<file path="src/hdl/ulmc_pkg.sv">
package ulmc_pkg;

  // ****************************************
  // Register offsets
  // ****************************************
  localparam logic [2:0] OFS_DATA = 3'h0;
  localparam logic [2:0] OFS_DIV_HIGH = 3'h1;
  localparam logic [2:0] OFS_FIFO = 3'h2;
  localparam logic [2:0] OFS_LINE = 3'h3;
  localparam logic [2:0] OFS_MODEM = 3'h4;
  localparam logic [2:0] OFS_LSTAT = 3'h5;
  localparam logic [2:0] OFS_MSTAT = 3'h6;
  localparam logic [2:0] OFS_SCRATCH = 3'h7;

  // ****************************************
  // Field positions
  // ****************************************
  localparam int LF_STOP = 2;
  localparam int LF_PAR_EN = 3;
  localparam int LF_EVEN = 4;
  localparam int LF_FORCE = 5;
  localparam int LF_BREAK = 6;
  localparam int LF_DLAB = 7;
  localparam int MC_DTR = 0;
  localparam int MC_RTS = 1;
  localparam int MC_BANK = 2;
  localparam int MC_OP2 = 3;
  localparam int MC_LOOP = 4;
  localparam int MC_XANY = 5;
  localparam int MC_IR = 6;
  localparam int MC_PRESC = 7;
  localparam int EF_SWFLOW = 3;
  localparam int EF_ENH = 4;
  localparam int EF_ARTS = 6;
  localparam int EF_ACTS = 7;
  localparam int FC_EN = 0;
  localparam int FC_RXRST = 1;
  localparam int FC_TXRST = 2;

  // ****************************************
  // Reset values and tables
  // ****************************************
  localparam logic [7:0] LINE_RST = 8'h05;
  localparam logic [7:0] SCRATCH_RST = 8'hFF;
  localparam logic [15:0] DIV_RST = 16'h0001;
  localparam logic [3:0][6:0] RX_TRIG_LVL = {7'h3C, 7'h38, 7'h10, 7'h08};
  localparam logic [3:0][6:0] TX_TRIG_LVL = {7'h38, 7'h20, 7'h10, 7'h08};

  // ****************************************
  // Timing counts, in 16x sample ticks except the prescaler (clocks) and the timeout terms (characters, bits)
  // ****************************************
  localparam logic [1:0] PRESC_LAST = 2'h3;
  localparam logic [3:0] START_MID = 4'h7;
  localparam logic [4:0] BIT_END = 5'h0F;
  localparam logic [4:0] STOP_ONE_END = 5'h0F;
  localparam logic [4:0] STOP_HALF_END = 5'h17;
  localparam logic [4:0] STOP_TWO_END = 5'h1F;
  localparam logic [4:0] IR_PULSE = 5'h03;
  localparam logic [4:0] IR_HOLD = 5'h10;
  localparam int TOUT_CHARS = 4;
  localparam int TOUT_BITS = 12;
  localparam int TICKS_PER_BIT = 16;

  typedef enum logic [2:0] {TX_IDLE, TX_START, TX_DATA, TX_PAR, TX_STOP} ulmc_tx_state_t;
  typedef enum logic [2:0] {RX_IDLE, RX_START, RX_DATA, RX_PAR, RX_STOP} ulmc_rx_state_t;

  typedef struct packed {
    logic wr;
    logic rd;
    logic [2:0] addr;
    logic [7:0] wdata;
  } ulmc_reg_req_t;

  typedef struct packed {
    logic cd_n;
    logic ri_n;
    logic dsr_n;
    logic cts_n;
  } ulmc_modem_in_t;

endpackage

</file>
<file path="src/hdl/ulmc_fifo.sv">
`timescale 1ns/1ps
module ulmc_fifo #(
  parameter int W = 8,
  parameter int D = 4,
  localparam int AW = $clog2(D),
  localparam int CW = $clog2(D + 1)
) (
  input wire logic clk,
  input wire logic rst,
  input wire logic flush,
  input wire logic in_valid,
  output logic in_ready,
  input wire logic [W-1:0] in_data,
  output logic out_valid,
  input wire logic out_ready,
  output logic [W-1:0] out_data,
  output logic [CW-1:0] count
);
  typedef struct packed {
    logic [D-1:0][W-1:0] mem;
    logic [AW-1:0] wp;
    logic [AW-1:0] rp;
    logic [CW-1:0] cnt;
  } ulmc_fifo_st_t;

  ulmc_fifo_st_t s_r, s_nxt;
  logic push;
  logic pop;

  // Handshake view of the state; full refuses, empty withholds
  assign in_ready = s_r.cnt != CW'(D);
  assign out_valid = s_r.cnt != '0;
  assign out_data = s_r.mem[s_r.rp];
  assign count = s_r.cnt;
  assign push = in_valid && in_ready;
  assign pop = out_valid && out_ready;

  // Pointer and level update; flush beats any push or pop
  always_comb begin
    s_nxt = s_r;
    if (push) begin
      s_nxt.mem[s_r.wp] = in_data;
      s_nxt.wp = (s_r.wp == AW'(D - 1)) ? '0 : s_r.wp + AW'(1);
    end
    if (pop) begin
      s_nxt.rp = (s_r.rp == AW'(D - 1)) ? '0 : s_r.rp + AW'(1);
    end
    s_nxt.cnt = s_r.cnt + CW'(push) - CW'(pop);
    if (flush) begin
      s_nxt.wp = '0;
      s_nxt.rp = '0;
      s_nxt.cnt = '0;
    end
  end

  // State register
  always_ff @(posedge clk or posedge rst) begin
    if (rst) begin
      s_r <= '0;
    end else begin
      s_r <= s_nxt;
    end
  end
endmodule

</file>
<file path="src/hdl/ulmc_top.sv">
`timescale 1ns/1ps
module ulmc_top #(
  parameter int DEPTH = 4,
  parameter logic [7:0] XON_CHAR = 8'h11,
  parameter logic [7:0] XOFF_CHAR = 8'h13
) (
  input wire logic clk,
  input wire logic rst,
  input wire ulmc_pkg::ulmc_reg_req_t req,
  output logic [7:0] rdata,
  input wire logic rx_pin,
  output logic tx_pin,
  input wire ulmc_pkg::ulmc_modem_in_t modem_in,
  output logic dtr_n,
  output logic rts_n,
  output logic rx_irq,
  output logic tx_irq
);
  import ulmc_pkg::*;
  localparam int CW = $clog2(DEPTH + 1);

  typedef struct packed {
    logic [7:0] line;
    logic [7:0] modem_control;
    logic [7:0] enhanced_feature_control;
    logic [7:0] scratch;
    logic [7:0] thresh;
    logic [7:0] tlev;
    logic [15:0] div;
    logic fifo_en;
    logic [1:0] rx_trig;
    logic [1:0] tx_trig;
    logic [7:0] rdata;
    logic [4:0] sync1;
    logic [4:0] sync2;
    logic [3:0] mprev;
    logic [3:0] mdelta;
    logic [1:0] pre_cnt;
    logic [15:0] baud_cnt;
    ulmc_tx_state_t tx_st;
    logic [7:0] tx_sh;
    logic [4:0] tx_tick;
    logic [2:0] tx_bit;
    logic tx_par;
    logic tx_line;
    ulmc_rx_state_t rx_st;
    logic [7:0] rx_sh;
    logic [3:0] rx_tick;
    logic [2:0] rx_bit;
    logic rx_par;
    logic [4:0] ir_hold;
    logic [10:0] tout;
    logic tout_flag;
    logic overrun;
    logic perr;
    logic halted;
    logic tx_pin;
    logic dtr_n;
    logic rts_n;
    logic rx_irq;
    logic tx_irq;
  } ulmc_top_st_t;

  ulmc_top_st_t s_r, s_nxt;

  // ****************************************
  // Parity of a character under the line format
  // ****************************************
  function automatic logic par_of(input logic [7:0] d, input logic [7:0] lf);
    logic [7:0] m;
    m = d & (8'hFF >> (2'h3 - lf[1:0]));
    if (lf[LF_FORCE]) begin
      par_of = ~lf[LF_EVEN];
    end else begin
      par_of = lf[LF_EVEN] ? ^m : ~^m;
    end
  endfunction

  // ****************************************
  // Data FIFOs
  // ****************************************
  logic tx_in_valid, tx_in_ready, tx_out_valid, tx_out_ready;
  logic [7:0] tx_out_data;
  logic [CW-1:0] tx_count;
  logic rx_in_valid, rx_in_ready, rx_out_valid, rx_out_ready;
  logic [7:0] rx_in_data, rx_out_data;
  logic [CW-1:0] rx_count;
  logic tx_flush, rx_flush;

  ulmc_fifo #(.W(8), .D(DEPTH)) u_tx_fifo (
    .clk(clk),
    .rst(rst),
    .flush(tx_flush),
    .in_valid(tx_in_valid),
    .in_ready(tx_in_ready),
    .in_data(req.wdata),
    .out_valid(tx_out_valid),
    .out_ready(tx_out_ready),
    .out_data(tx_out_data),
    .count(tx_count)
  );

  ulmc_fifo #(.W(8), .D(DEPTH)) u_rx_fifo (
    .clk(clk),
    .rst(rst),
    .flush(rx_flush),
    .in_valid(rx_in_valid),
    .in_ready(rx_in_ready),
    .in_data(rx_in_data),
    .out_valid(rx_out_valid),
    .out_ready(rx_out_ready),
    .out_data(rx_out_data),
    .count(rx_count)
  );

  // ****************************************
  // Decoded controls
  // ****************************************
  logic dlab, bank, loop, ir, sw_flow, tick, pre_tick, cts_off;
  logic [15:0] div_last;
  logic [2:0] last_bit;
  logic [4:0] stop_end;
  logic [3:0] frame_bits;
  logic [10:0] tout_last;
  logic [3:0] mstat;
  logic rx_line, rx_done, rx_store;
  logic [7:0] rx_char;
  logic wr_fcr, rd_msr, rd_lsr;

  assign dlab = s_r.line[LF_DLAB];
  assign bank = s_r.enhanced_feature_control[EF_ENH] && s_r.modem_control[MC_BANK];
  assign loop = s_r.modem_control[MC_LOOP];
  assign ir = s_r.modem_control[MC_IR];
  assign sw_flow = s_r.enhanced_feature_control[EF_SWFLOW];
  assign cts_off = s_r.enhanced_feature_control[EF_ACTS] && !mstat[0];
  assign last_bit = 3'h4 + {1'b0, s_r.line[1:0]};
  // One stop, or 1.5 for 5-bit words and 2 otherwise
  assign stop_end = !s_r.line[LF_STOP] ? STOP_ONE_END
                  : (s_r.line[1:0] == 2'h0) ? STOP_HALF_END : STOP_TWO_END;
  assign frame_bits = 4'h7 + {2'h0, s_r.line[1:0]} + {3'h0, s_r.line[LF_PAR_EN]} + {3'h0, s_r.line[LF_STOP]};
  assign tout_last = 11'((TOUT_CHARS * int'(frame_bits) + TOUT_BITS) * TICKS_PER_BIT - 1);
  assign div_last = (s_r.div == '0) ? '0 : s_r.div - 16'h0001;

  // Prescaler gates the baud counter; tick is the 16x sample strobe
  assign pre_tick = !s_r.modem_control[MC_PRESC] || (s_r.pre_cnt == PRESC_LAST);
  assign tick = pre_tick && (s_r.baud_cnt >= div_last);

  // Modem status: pins normally, control bits in loopback
  assign mstat = loop ? {s_r.modem_control[MC_OP2], s_r.modem_control[MC_BANK], s_r.modem_control[MC_DTR], s_r.modem_control[MC_RTS]}
                      : ~s_r.sync2[4:1];

  // Receive line source: internal loop, infrared decode or the pin
  assign rx_line = loop ? (s_r.tx_line && !s_r.line[LF_BREAK])
                 : ir ? (s_r.ir_hold == '0) : s_r.sync2[0];

  // Received character end, right aligned for short words
  assign rx_done = tick && (s_r.rx_st == RX_STOP) && (s_r.rx_tick == BIT_END[3:0]);
  assign rx_char = s_r.rx_sh >> (2'h3 - s_r.line[1:0]);
  // Flow characters are swallowed while software flow is on
  assign rx_store = !(sw_flow && (rx_char == XON_CHAR || rx_char == XOFF_CHAR));
  assign rx_in_valid = rx_done && rx_store;
  assign rx_in_data = rx_char;

  // Register port strobes
  assign tx_in_valid = req.wr && (req.addr == OFS_DATA) && !dlab;
  assign rx_out_ready = req.rd && (req.addr == OFS_DATA) && !dlab;
  assign wr_fcr = req.wr && (req.addr == OFS_FIFO) && !dlab;
  assign rx_flush = wr_fcr && req.wdata[FC_EN] && req.wdata[FC_RXRST];
  assign tx_flush = wr_fcr && req.wdata[FC_EN] && req.wdata[FC_TXRST];
  assign rd_msr = req.rd && (req.addr == OFS_MSTAT) && !bank;
  assign rd_lsr = req.rd && (req.addr == OFS_LSTAT);
  // Transmitter takes a character only on a tick while free to send
  assign tx_out_ready = (s_r.tx_st == TX_IDLE) && tick && !s_r.halted && !cts_off;

  // ****************************************
  // Next-state logic
  // ****************************************
  always_comb begin
    s_nxt = s_r;

    // Input synchronisers, rx pin and modem pins
    s_nxt.sync1 = {modem_in.cd_n, modem_in.ri_n, modem_in.dsr_n, modem_in.cts_n, rx_pin};
    s_nxt.sync2 = s_r.sync1;

    // Baud generation
    s_nxt.pre_cnt = s_r.pre_cnt + 2'h1;
    if (tick) begin
      s_nxt.baud_cnt = '0;
    end else if (pre_tick) begin
      s_nxt.baud_cnt = s_r.baud_cnt + 16'h0001;
    end

    // Register writes
    if (req.wr) begin
      unique case (req.addr)
        OFS_DATA: if (dlab) s_nxt.div[7:0] = req.wdata;
        OFS_DIV_HIGH: if (dlab) s_nxt.div[15:8] = req.wdata;
        OFS_FIFO: begin
          if (dlab) begin
            s_nxt.enhanced_feature_control = req.wdata;
          end else if (req.wdata[FC_EN]) begin
            s_nxt.fifo_en = 1'b1;
            s_nxt.rx_trig = req.wdata[7:6];
            s_nxt.tx_trig = req.wdata[5:4];
          end else begin
            s_nxt.fifo_en = 1'b0;
          end
        end
        OFS_LINE: s_nxt.line = req.wdata;
        OFS_MODEM: begin
          s_nxt.modem_control[4:0] = req.wdata[4:0];
          if (s_r.enhanced_feature_control[EF_ENH]) begin
            s_nxt.modem_control[7:5] = req.wdata[7:5];
          end
        end
        OFS_LSTAT: ;
        OFS_MSTAT: if (bank) s_nxt.thresh = req.wdata;
        OFS_SCRATCH: begin
          if (bank) begin
            s_nxt.tlev = req.wdata;
          end else begin
            s_nxt.scratch = req.wdata;
          end
        end
      endcase
    end

    // Register reads, answered one cycle later
    if (req.rd) begin
      unique case (req.addr)
        OFS_DATA: s_nxt.rdata = dlab ? s_r.div[7:0] : (rx_out_valid ? rx_out_data : 8'h00);
        OFS_DIV_HIGH: s_nxt.rdata = dlab ? s_r.div[15:8] : 8'h00;
        OFS_FIFO: s_nxt.rdata = dlab ? s_r.enhanced_feature_control : {s_r.fifo_en, s_r.fifo_en, 5'h00, !(s_r.rx_irq || s_r.tx_irq)};
        OFS_LINE: s_nxt.rdata = s_r.line;
        OFS_MODEM: s_nxt.rdata = s_r.modem_control;
        OFS_LSTAT: s_nxt.rdata = {1'b0, (tx_count == '0) && (s_r.tx_st == TX_IDLE), tx_count == '0,
                                  2'h0, s_r.perr, s_r.overrun, rx_out_valid};
        OFS_MSTAT: s_nxt.rdata = bank ? s_r.thresh : {mstat, s_r.mdelta};
        OFS_SCRATCH: s_nxt.rdata = bank ? s_r.tlev : s_r.scratch;
      endcase
    end

    // Modem deltas; a new change wins over the read that clears
    s_nxt.mprev = mstat;
    s_nxt.mdelta = (rd_msr ? 4'h0 : s_r.mdelta)
                 | {mstat[3] ^ s_r.mprev[3], s_r.mprev[2] && !mstat[2],
                    mstat[1] ^ s_r.mprev[1], mstat[0] ^ s_r.mprev[0]};

    // Transmit serializer
    if (tx_out_ready && tx_out_valid) begin
      s_nxt.tx_st = TX_START;
      s_nxt.tx_sh = tx_out_data;
      s_nxt.tx_par = par_of(tx_out_data, s_r.line);
      s_nxt.tx_tick = '0;
      s_nxt.tx_line = 1'b0;
    end else if (tick && s_r.tx_st != TX_IDLE) begin
      s_nxt.tx_tick = s_r.tx_tick + 5'h01;
      if (s_r.tx_st == TX_STOP) begin
        if (s_r.tx_tick == stop_end) s_nxt.tx_st = TX_IDLE;
      end else if (s_r.tx_tick == BIT_END) begin
        s_nxt.tx_tick = '0;
        unique case (s_r.tx_st)
          TX_START: begin
            s_nxt.tx_st = TX_DATA;
            s_nxt.tx_bit = '0;
            s_nxt.tx_line = s_r.tx_sh[0];
          end
          TX_DATA: begin
            if (s_r.tx_bit == last_bit) begin
              s_nxt.tx_st = s_r.line[LF_PAR_EN] ? TX_PAR : TX_STOP;
              s_nxt.tx_line = s_r.line[LF_PAR_EN] ? s_r.tx_par : 1'b1;
            end else begin
              s_nxt.tx_bit = s_r.tx_bit + 3'h1;
              s_nxt.tx_sh = s_r.tx_sh >> 1;
              s_nxt.tx_line = s_r.tx_sh[1];
            end
          end
          TX_PAR: begin
            s_nxt.tx_st = TX_STOP;
            s_nxt.tx_line = 1'b1;
          end
          default: s_nxt.tx_st = TX_IDLE;
        endcase
      end
    end

    // Infrared receive pulse stretch, one bit time per pulse
    if (ir && s_r.sync2[0]) begin
      s_nxt.ir_hold = IR_HOLD;
    end else if (tick && s_r.ir_hold != '0) begin
      s_nxt.ir_hold = s_r.ir_hold - 5'h01;
    end

    // Receive deserializer, mid-bit sampling at 16x
    if (tick) begin
      s_nxt.rx_tick = s_r.rx_tick + 4'h1;
      unique case (s_r.rx_st)
        RX_IDLE: begin
          s_nxt.rx_tick = '0;
          if (!rx_line) s_nxt.rx_st = RX_START;
        end
        RX_START: begin
          if (s_r.rx_tick == START_MID) begin
            s_nxt.rx_tick = '0;
            s_nxt.rx_bit = '0;
            s_nxt.rx_st = rx_line ? RX_IDLE : RX_DATA; // glitch rejection
          end
        end
        RX_DATA: begin
          if (s_r.rx_tick == BIT_END[3:0]) begin
            s_nxt.rx_sh = {rx_line, s_r.rx_sh[7:1]};
            s_nxt.rx_bit = s_r.rx_bit + 3'h1;
            if (s_r.rx_bit == last_bit) s_nxt.rx_st = s_r.line[LF_PAR_EN] ? RX_PAR : RX_STOP;
          end
        end
        RX_PAR: begin
          if (s_r.rx_tick == BIT_END[3:0]) begin
            s_nxt.rx_par = rx_line;
            s_nxt.rx_st = RX_STOP;
          end
        end
        RX_STOP: if (s_r.rx_tick == BIT_END[3:0]) s_nxt.rx_st = RX_IDLE;
      endcase
    end

    // Parity and overrun flags; a new error wins over the clearing read
    s_nxt.perr = (rd_lsr ? 1'b0 : s_r.perr)
               | (rx_done && s_r.line[LF_PAR_EN] && (s_r.rx_par != par_of(rx_char, s_r.line)));
    s_nxt.overrun = (rd_lsr ? 1'b0 : s_r.overrun) | (rx_in_valid && !rx_in_ready);

    // Software flow halt and resume
    if (rx_done) begin
      if (sw_flow && rx_char == XOFF_CHAR) begin
        s_nxt.halted = 1'b1;
      end else if ((sw_flow && rx_char == XON_CHAR) || s_r.modem_control[MC_XANY]) begin
        s_nxt.halted = 1'b0;
      end
    end
    if (!sw_flow && !s_r.modem_control[MC_XANY]) s_nxt.halted = 1'b0;

    // Receive timeout: idle data sitting in the FIFO
    if (rx_count == '0 || rx_in_valid || rx_out_ready) begin
      s_nxt.tout = '0;
    end else if (tick && s_r.tout != tout_last) begin
      s_nxt.tout = s_r.tout + 11'h001;
      if (s_r.tout + 11'h001 == tout_last) s_nxt.tout_flag = 1'b1;
    end
    if (rx_out_ready || rx_count == '0) s_nxt.tout_flag = 1'b0;

    // Pin and interrupt outputs, all registered
    s_nxt.tx_pin = loop ? 1'b1
                 : s_r.line[LF_BREAK] ? 1'b0
                 : ir ? (!s_r.tx_line && s_r.tx_st != TX_IDLE && s_r.tx_tick < IR_PULSE)
                 : s_r.tx_line;
    s_nxt.dtr_n = loop ? 1'b1 : !s_r.modem_control[MC_DTR];
    if (loop) begin
      s_nxt.rts_n = 1'b1;
    end else if (s_r.enhanced_feature_control[EF_ARTS]) begin
      // Auto flow: drop at halt level, restore at resume level
      if (7'(rx_count) >= {1'b0, s_r.thresh[3:0], 2'h0}) begin
        s_nxt.rts_n = 1'b1;
      end else if (7'(rx_count) <= {1'b0, s_r.thresh[7:4], 2'h0}) begin
        s_nxt.rts_n = 1'b0;
      end
    end else begin
      s_nxt.rts_n = !s_r.modem_control[MC_RTS];
    end
    s_nxt.rx_irq = (7'(rx_count) > RX_TRIG_LVL[s_r.rx_trig]) || s_r.tout_flag;
    s_nxt.tx_irq = (7'(DEPTH) - 7'(tx_count)) > TX_TRIG_LVL[s_r.tx_trig];
  end

  // ****************************************
  // State register
  // ****************************************
  always_ff @(posedge clk or posedge rst) begin
    if (rst) begin
      s_r <= '0;
      s_r.line <= LINE_RST;
      s_r.scratch <= SCRATCH_RST;
      s_r.div <= DIV_RST;
      s_r.sync1 <= 5'h1F;
      s_r.sync2 <= 5'h1F;
      s_r.tx_line <= 1'b1;
      s_r.tx_pin <= 1'b1;
      s_r.dtr_n <= 1'b1;
      s_r.rts_n <= 1'b1;
    end else begin
      s_r <= s_nxt;
    end
  end

  assign rdata = s_r.rdata;
  assign tx_pin = s_r.tx_pin;
  assign dtr_n = s_r.dtr_n;
  assign rts_n = s_r.rts_n;
  assign rx_irq = s_r.rx_irq;
  assign tx_irq = s_r.tx_irq;
endmodule

</file>
<file path="config.mk">
export PLATFORM = sky130hd
export DESIGN_NAME = ulmc_top
export DESIGN_NICKNAME = d
export VERILOG_FILES = /design/src/hdl/ulmc_pkg.sv /design/src/hdl/ulmc_fifo.sv /design/src/hdl/ulmc_top.sv
export SDC_FILE = /design/constraint.sdc
export NUM_CORES = 1
export LEC_CHECK = 0
export BUFFER_PORTS_ARGS = -buffer_cell sky130_fd_sc_hd__buf_2
export CORE_MARGIN = 2
export CORE_UTILIZATION = 45
export CTS_BUF_LIST = sky130_fd_sc_hd__clkbuf_8
export DETAILED_ROUTE_END_ITERATION = 16
export GPL_TIMING_DRIVEN = 0
export PLACE_DENSITY_LB_ADDON = 0.3
export RECOVER_POWER = 50
export SLEW_MARGIN = 20
export SYNTH_ARGS = -nofsm -noshare
export SYNTH_HDL_FRONTEND = slang
export SYNTH_SLANG_ARGS = --single-unit
export TNS_END_PERCENT = 100
</file>
<file path="constraint.sdc">
create_clock -name clk -period 9.1 [get_ports clk]
set_input_delay 0.91 -clock clk [delete_from_list [all_inputs] [get_ports clk]]
set_output_delay 0.91 -clock clk [all_outputs]
set_load 0.1 [all_outputs]
</file>
==> run metrics, run 1 <==
status=finished with violations; failing checks=capacitance limit, slew limit; # Post-CTS Setup Buffers=0; Max VDD drop=0.0001966 V; Core Box Area=0.03075 mm^2; complex-gate fraction of the synthesized area=10.18%; largest family of logic cells by synthesized area=multiplexers; I/O Buffers=31; vias in the first global route=10293; Synth Area in XOR/XNOR=4.043%; vias=10269; Fillers=2801; Cell Pwr Density=263.5 mW/mm^2; mux cell area share after synthesis=16.57%; global-route wire length before repair=57040 um; Mapped Area=0.01411 mm^2; GPL Wtd Cong=0.9242; share of cells above drive strength 1=22.45%; Leak Pwr=7.356 nW; dpl ws=3923 ps; Hold Fails Final Rpt=0; Seq/Total Area, Yosys=45.26%; DR iter-0 viols=683; final worst slack=3823 ps; Area Overhead vs Synth=11.86%; minimum clock period=5277 ps; critical path launch point type=flop; TritonCTS Buffers=45; Synth Area in Simple Gates=14.36%; Max Cap Viol=1; Worst Path Max Fanout=10; max frequency=189.5 MHz; DIE AREA=0.03280 mm^2; CTS resizes=0; die extent in y=181.1 um; WP data arrival=5700 ps; clock insertion delay at the later pin of the skew report=570 ps; Slew @ Worst Pin=2481 ps; ys async rst share=100.0%; relative slew slack=-66.32%; number of synthesis warnings=0; critical path class=flop to flop; DP HPWL=25010 um; All-Layer GR Usage=21.79%; Setup-failing EPs final=0; Non-Filler Instances=1826; Slew Limit Fails=51; Total Wirelength=34960 um; Overflow after GRT=0; count leader, synth=dfrtp_1; distinct cell type count after synthesis=87; clk sink count=254; largest net degree at the start of global routing=103; final net count=1476; drt first pass iters=7; routed len/inst=19.15 um; post-route clock skew=21.05 ps; Post-synth top cells=dfrtp_1 (229), nand2_1 (140), mux2_2 (93); hold slack=347.6 ps; RSZ-0062 raised after global routing=no; HP Class=flop to flop; adder-cell share of the synthesized area=5.656%; top cells by area, synth=dfrtp_1 (41%), mux2_2 (7.4%), ha_1 (5.2%), dfstp_2 (4.7%), nand2_1 (3.7%); Cell Rows=64; Syn Inst Count=1314; CTS tree=built; Initial Util=45.90%; CTS clk-pin slew, worst paths=60 ps; Critical Path RT=9520 ps; DRC errors left=0; I/O pin cnt=33; # diodes=0; Synth top area share=40.60%; vias per cell=5.624; Mapped Avg Cell Area=10.74 um^2; post-route ant nets=0; dominant synthesized flop cell=dfrtp_1; DP Cell Count=1743; Yosys reg bits=254; initial antenna violation count=0; Net Count, Synth=1396; cell taking the most area after synthesis=dfrtp_1; clk buf depth=3; H-tree depth=2; period utilization=57.99%; hold buffers post-CTS=0; CP Capture Type=flop; die width=181.1 um; Post-synth EDFFs=0; CTS root buffer=clkbuf_8
-- worst max-delay path: stages, from the launching register on --
cell	delay [ps]
dfrtp_1	470
or4_1	610
nor4_1	280
nand2b_1	120
nor2_1	240
nand2_1	170
clkbuf_1	230
nand2_1	120
ha_1	140
nand2_1	100
nor4_4	300
o2111ai_2	210
a31oi_1	640
nand2_1	250
inv_1	240
ha_1	270
inv_1	60
ha_1	140
fa_1	420
nor2b_1	140
-- layer usage --
metal / share of wire (%) / GRT usage (%) / up-vias / routed length (um)
li1: - / - / 4829 / -
met1: 46 / 30.26 / 5073 / 16000
met2: 45 / 34.08 / 283 / 15590
met3: 5.9 / 4.011 / 84 / 2073
met4: 3.7 / 8.228 / 0 / 1292
met5: 0 / 0 / - / 0
-- placed cells by master, fill, tap and decap left out, types with 9 or more instances in the layout --
cell and instances:
nand3_1 32, o211ai_1 10, nand2_1 140, mux2_4 32, buf_1 10, ha_1 59
inv_1 72, clkbuf_8 61, nand4_1 10, mux2_2 93, clkbuf_1 36, nor2b_1 15
dfstp_2 25, dfrtp_1 229, xnor2_1 29, nand2b_1 13, nor4_1 10, a31oi_1 9
o21ai_0 66, mux4_2 17, a22oi_1 10, and3_1 13, xor2_1 31, nor2_1 87
nor3_1 18, buf_2 38, mux2i_1 38, buf_4 11, a21oi_1 63
-- logic make-up after synthesis --
kind of cell / Yosys count
simple gates: 400
flops: 254
compound gates: 227
mux: 183
buf+inv: 126
xor+xnor: 62
fa+ha+maj: 62
-- cell type report --
| class | instances | area [um^2] | area share, % |
|---|---|---|---|
| tap | 396 | 495.5 | 3.138 |
| sequential | 254 | 6387 | 40.46 |
| clock buffer | 61 | 839.6 | 5.318 |
| clock inverter | 22 | 128.9 | 0.8163 |
| multi-input combinational | 934 | 7171 | 45.42 |
| timing repair buffer | 33 | 209.0 | 1.324 |
| inverter | 59 | 222.7 | 1.411 |
| buffer | 67 | 334.1 | 2.116 |
-- worst paths after layout --
kind,from,cells after the start,endpoint,slack (ps)
worst max-delay path,s_r[120],19,u_tx_fifo.count[1],3820
worst min-delay path,s_nxt[91],0,s_r[91],350
worst max register to register,s_r[120],19,u_tx_fifo.count[1],3820
worst min register to register,s_nxt[91],0,s_r[91],350
max in group asynchronous,rst,3,s_r[151],6770
min in group asynchronous,rst,2,s_r[70],1020
-- metrics by stage --
stage / utilization, % / setup TNS (ps) / power [mW] / cell area [um^2]
after floorplan: - / 0 / 2.690 / 14110
after global placement: 48.01 / -384840 / 3.002 / 14760
after detailed placement: 48.22 / 0 / 3.053 / 14830
after CTS: 51.37 / 0 / 4.193 / 15800
after global routing: 51.34 / 0 / 4.451 / 15790
final: 51.34 / 0 / 4.160 / 15790
-- where the power goes --
| group | switching [mW] | internal, mW |
|---|---|---|
| clock | 0.488 | 0.629 |
| combinational | 0.828 | 0.616 |
| sequential | 0.219 | 1.38 |
| total | 1.54 | 2.62 |
-- sequential cells by signal, summed over array words and instances, names as in the netlist, 3 cells and up --
register and cells:
s_r 155, u_rx_fifo.s_r 36, u_tx_fifo.s_r 36, rdata 8
s_nxt 5, u_rx_fifo.count 3, u_tx_fifo.count 3
Power figures use the tool's default switching activity.
==> run 2: changes to the inputs <==
==> constraint.sdc (replaced) <==
create_clock -name clk -period 4.8 [get_ports clk]
set_input_delay 0.48 -clock clk [delete_from_list [all_inputs] [get_ports clk]]
set_output_delay 0.48 -clock clk [all_outputs]
set_load 0.1 [all_outputs]
==> run 2 against run 1 <==
Against the previous run: the run still ends with capacitance limit, slew limit left; fmax is 15% higher; combinational power is 92% higher; sequential share of layout area is 0.34 points lower; flip-flop and latch count stayed put; hold slack worse by 180 ps; sequential power is 90% higher; global-route usage is 0.45 points higher; non-clock buffer count is 12 higher; worst setup slack worse by 3600 ps; via count is 0.42% higher; die area stayed put.
==> run metrics, run 2 (synthesized netlist as in run 1, its figures left out) <==
most frequent cell on the critical path=nand2_1; DRC errors left=0; Critical path buffers and inverters=3; Area Overhead vs Synth=12.86%; crit path cell chain=clkbuf_1, nor4_2, nand2_1, nor4_1, xor2_1, nand2_1, ha_1, nand2_1, nor4_4, o2111ai_2, and3_4, buf_6, nor4b_4, buf_12, ha_1, fa_1, nor2b_1; Cell Pwr Density=499.0 mW/mm^2; Leak Pwr=7.388 nW; Max Cap Viol=3; final core utilization=51.80%; register area=0.006390 mm^2; Setup crit start=s_r[116]; DIE AREA=0.03280 mm^2; Core Box Area=0.03075 mm^2; WP data arrival=5030 ps; Critical Path RT=5240 ps; CP Capture Type=flop; total power=7.949 mW; Max VDD drop=0.0004289 V; vias=10312; GPL Wtd Cong=0.9488; vias in the first global route=10395; largest net degree at the start of global routing=35; All-Layer GR Usage=22.24%; HP Class=input port to asynchronous set/reset pin; H-tree depth=2; CTS root buffer=clkbuf_8; Top delay family on crit path=simple AND/OR/NAND/NOR gates; minimum clock period=4595 ps; DR iter-0 viols=748; global-route wire length before repair=58130 um; R2R cell count=17; Total Wirelength=35550 um; Setup-failing EPs final=0; most frequent cells in the layout=dfrtp_1 (227), nand2_1 (139), mux2_2 (93), nor2_1 (86), inv_1 (68); Overflow after GRT=0; largest stage delay on the critical path=450 ps; # diodes=0; I/O Buffers=31; CTS tree=built; critical path launch point type=flop; failing checks=capacitance limit, slew limit; DP Cell Count=1749; most common cell after layout, fill and taps aside=dfrtp_1; die width=181.1 um; Slew @ Worst Pin=1787 ps; routed len/inst=19.32 um; drt first pass iters=5; max frequency=217.6 MHz; TritonCTS Buffers=46; clk buf depth=3; Initial Util=45.90%; DP HPWL=25860 um; RSZ-0062 raised after global routing=yes; Fillers=2823; I/O pin cnt=33; initial antenna violation count=0; Worst Path Max Fanout=7; clock insertion delay at the later pin of the skew report=580 ps; post-route clock skew=29.52 ps; critical-path cell with the highest stage delay=nor4b_4; clk sink count=254; Largest register FFs=155; share of cells above drive strength 1=23.55%; relative slew slack=-19.16%; Critical path destination=u_rx_fifo.count[1]; critical path class=flop to flop; Slew Limit Fails=99; status=finished with violations; Cell Rows=64; CTS clk-pin slew, worst paths=70 ps; Non-Filler Instances=1840; FF-to-FF setup slack=200 ps; register with the most flip-flops=s_r; period utilization=95.73%; post-route ant nets=0; die extent in y=181.1 um; Hold Fails Final Rpt=0; vias per cell=5.604; final net count=1489; Reg-to-Reg End=u_rx_fifo.count[1]; multi-input logic area=0.007221 mm^2; Regs by FF count=s_r: 155 flops, u_rx_fifo.s_r: 36 flops, u_tx_fifo.s_r: 36 flops; r2r startpoint=s_r[116]; critical path depth in cells=17
-- run 2: cell types whose count changed in the layout (fill, tap and decap cells not counted), sizes merged --
cell,before,now
buf,64,66
bufinv,1,0
clkbuf,97,105
clkinv,4,6
clkinvlp,1,3
dlygate4sd3,0,5
inv,75,71
-- run 2: metrics by stage --
step | setup WS [ps] | hold WS (ps) | instance area [um^2] | setup TNS (ps)
CTS | 1.850 | 11.43 | 16000 | 0
detailed placement | -424.8 | 348.1 | 14940 | -879.8
global placement | -598.1 | 345.6 | 14770 | -132990
finish | 204.9 | 164.3 | 15930 | 0
floorplan | 600.6 | 345.2 | 14120 | 0
global route | -68.20 | 156.9 | 15930 | -68.20
-- run 2: how the worst min path moves through the flow --
stage                   start                end  slack (ps)  cells after the start
finish                    rst  u_rx_fifo.s_r[28]         160                      2
detailed placement  s_nxt[94]            s_r[94]         350                      0
global route           req[3]           s_r[133]         160                      2
floorplan           s_nxt[91]            s_r[91]         350                      0
CTS                       rst  u_rx_fifo.s_r[33]          10                      2
global placement    s_nxt[93]            s_r[93]         350                      0
-- run 2: area by class of cell --
cell class / instances / share of cell area (%)
Clock buffer: 64 / 5.530
Timing Repair Buffer: 46 / 1.728
Clock inverter: 21 / 0.7069
Buffer: 66 / 2.082
Sequential cell: 254 / 40.11
Multi-Input combinational cell: 934 / 45.33
Tap cell: 396 / 3.111
Inverter: 59 / 1.398
-- run 2: what timing repair did --
action,CTS,global route
setup endpoints to repair,3,83
hold endpoints to repair,5,0
resized for setup,3,12
hold buffers,5,0
buffers inserted,1,1
pin swaps,1,3
-- run 2: per-layer routing --
metal,part of all wire (%),GRT usage [%],vias to the layer above
met3,5.0,3.951,77
met4,3.3,7.837,0
met2,46,35.14,273
li1,-,-,4840
met1,46,30.92,5122
met5,0,0,-
-- run 2: power by group --
part           internal, mW  switching, mW
Sequential             2.62          0.422
Combinational          1.18           1.59
Clock                  1.19          0.951
Total                  4.99           2.96
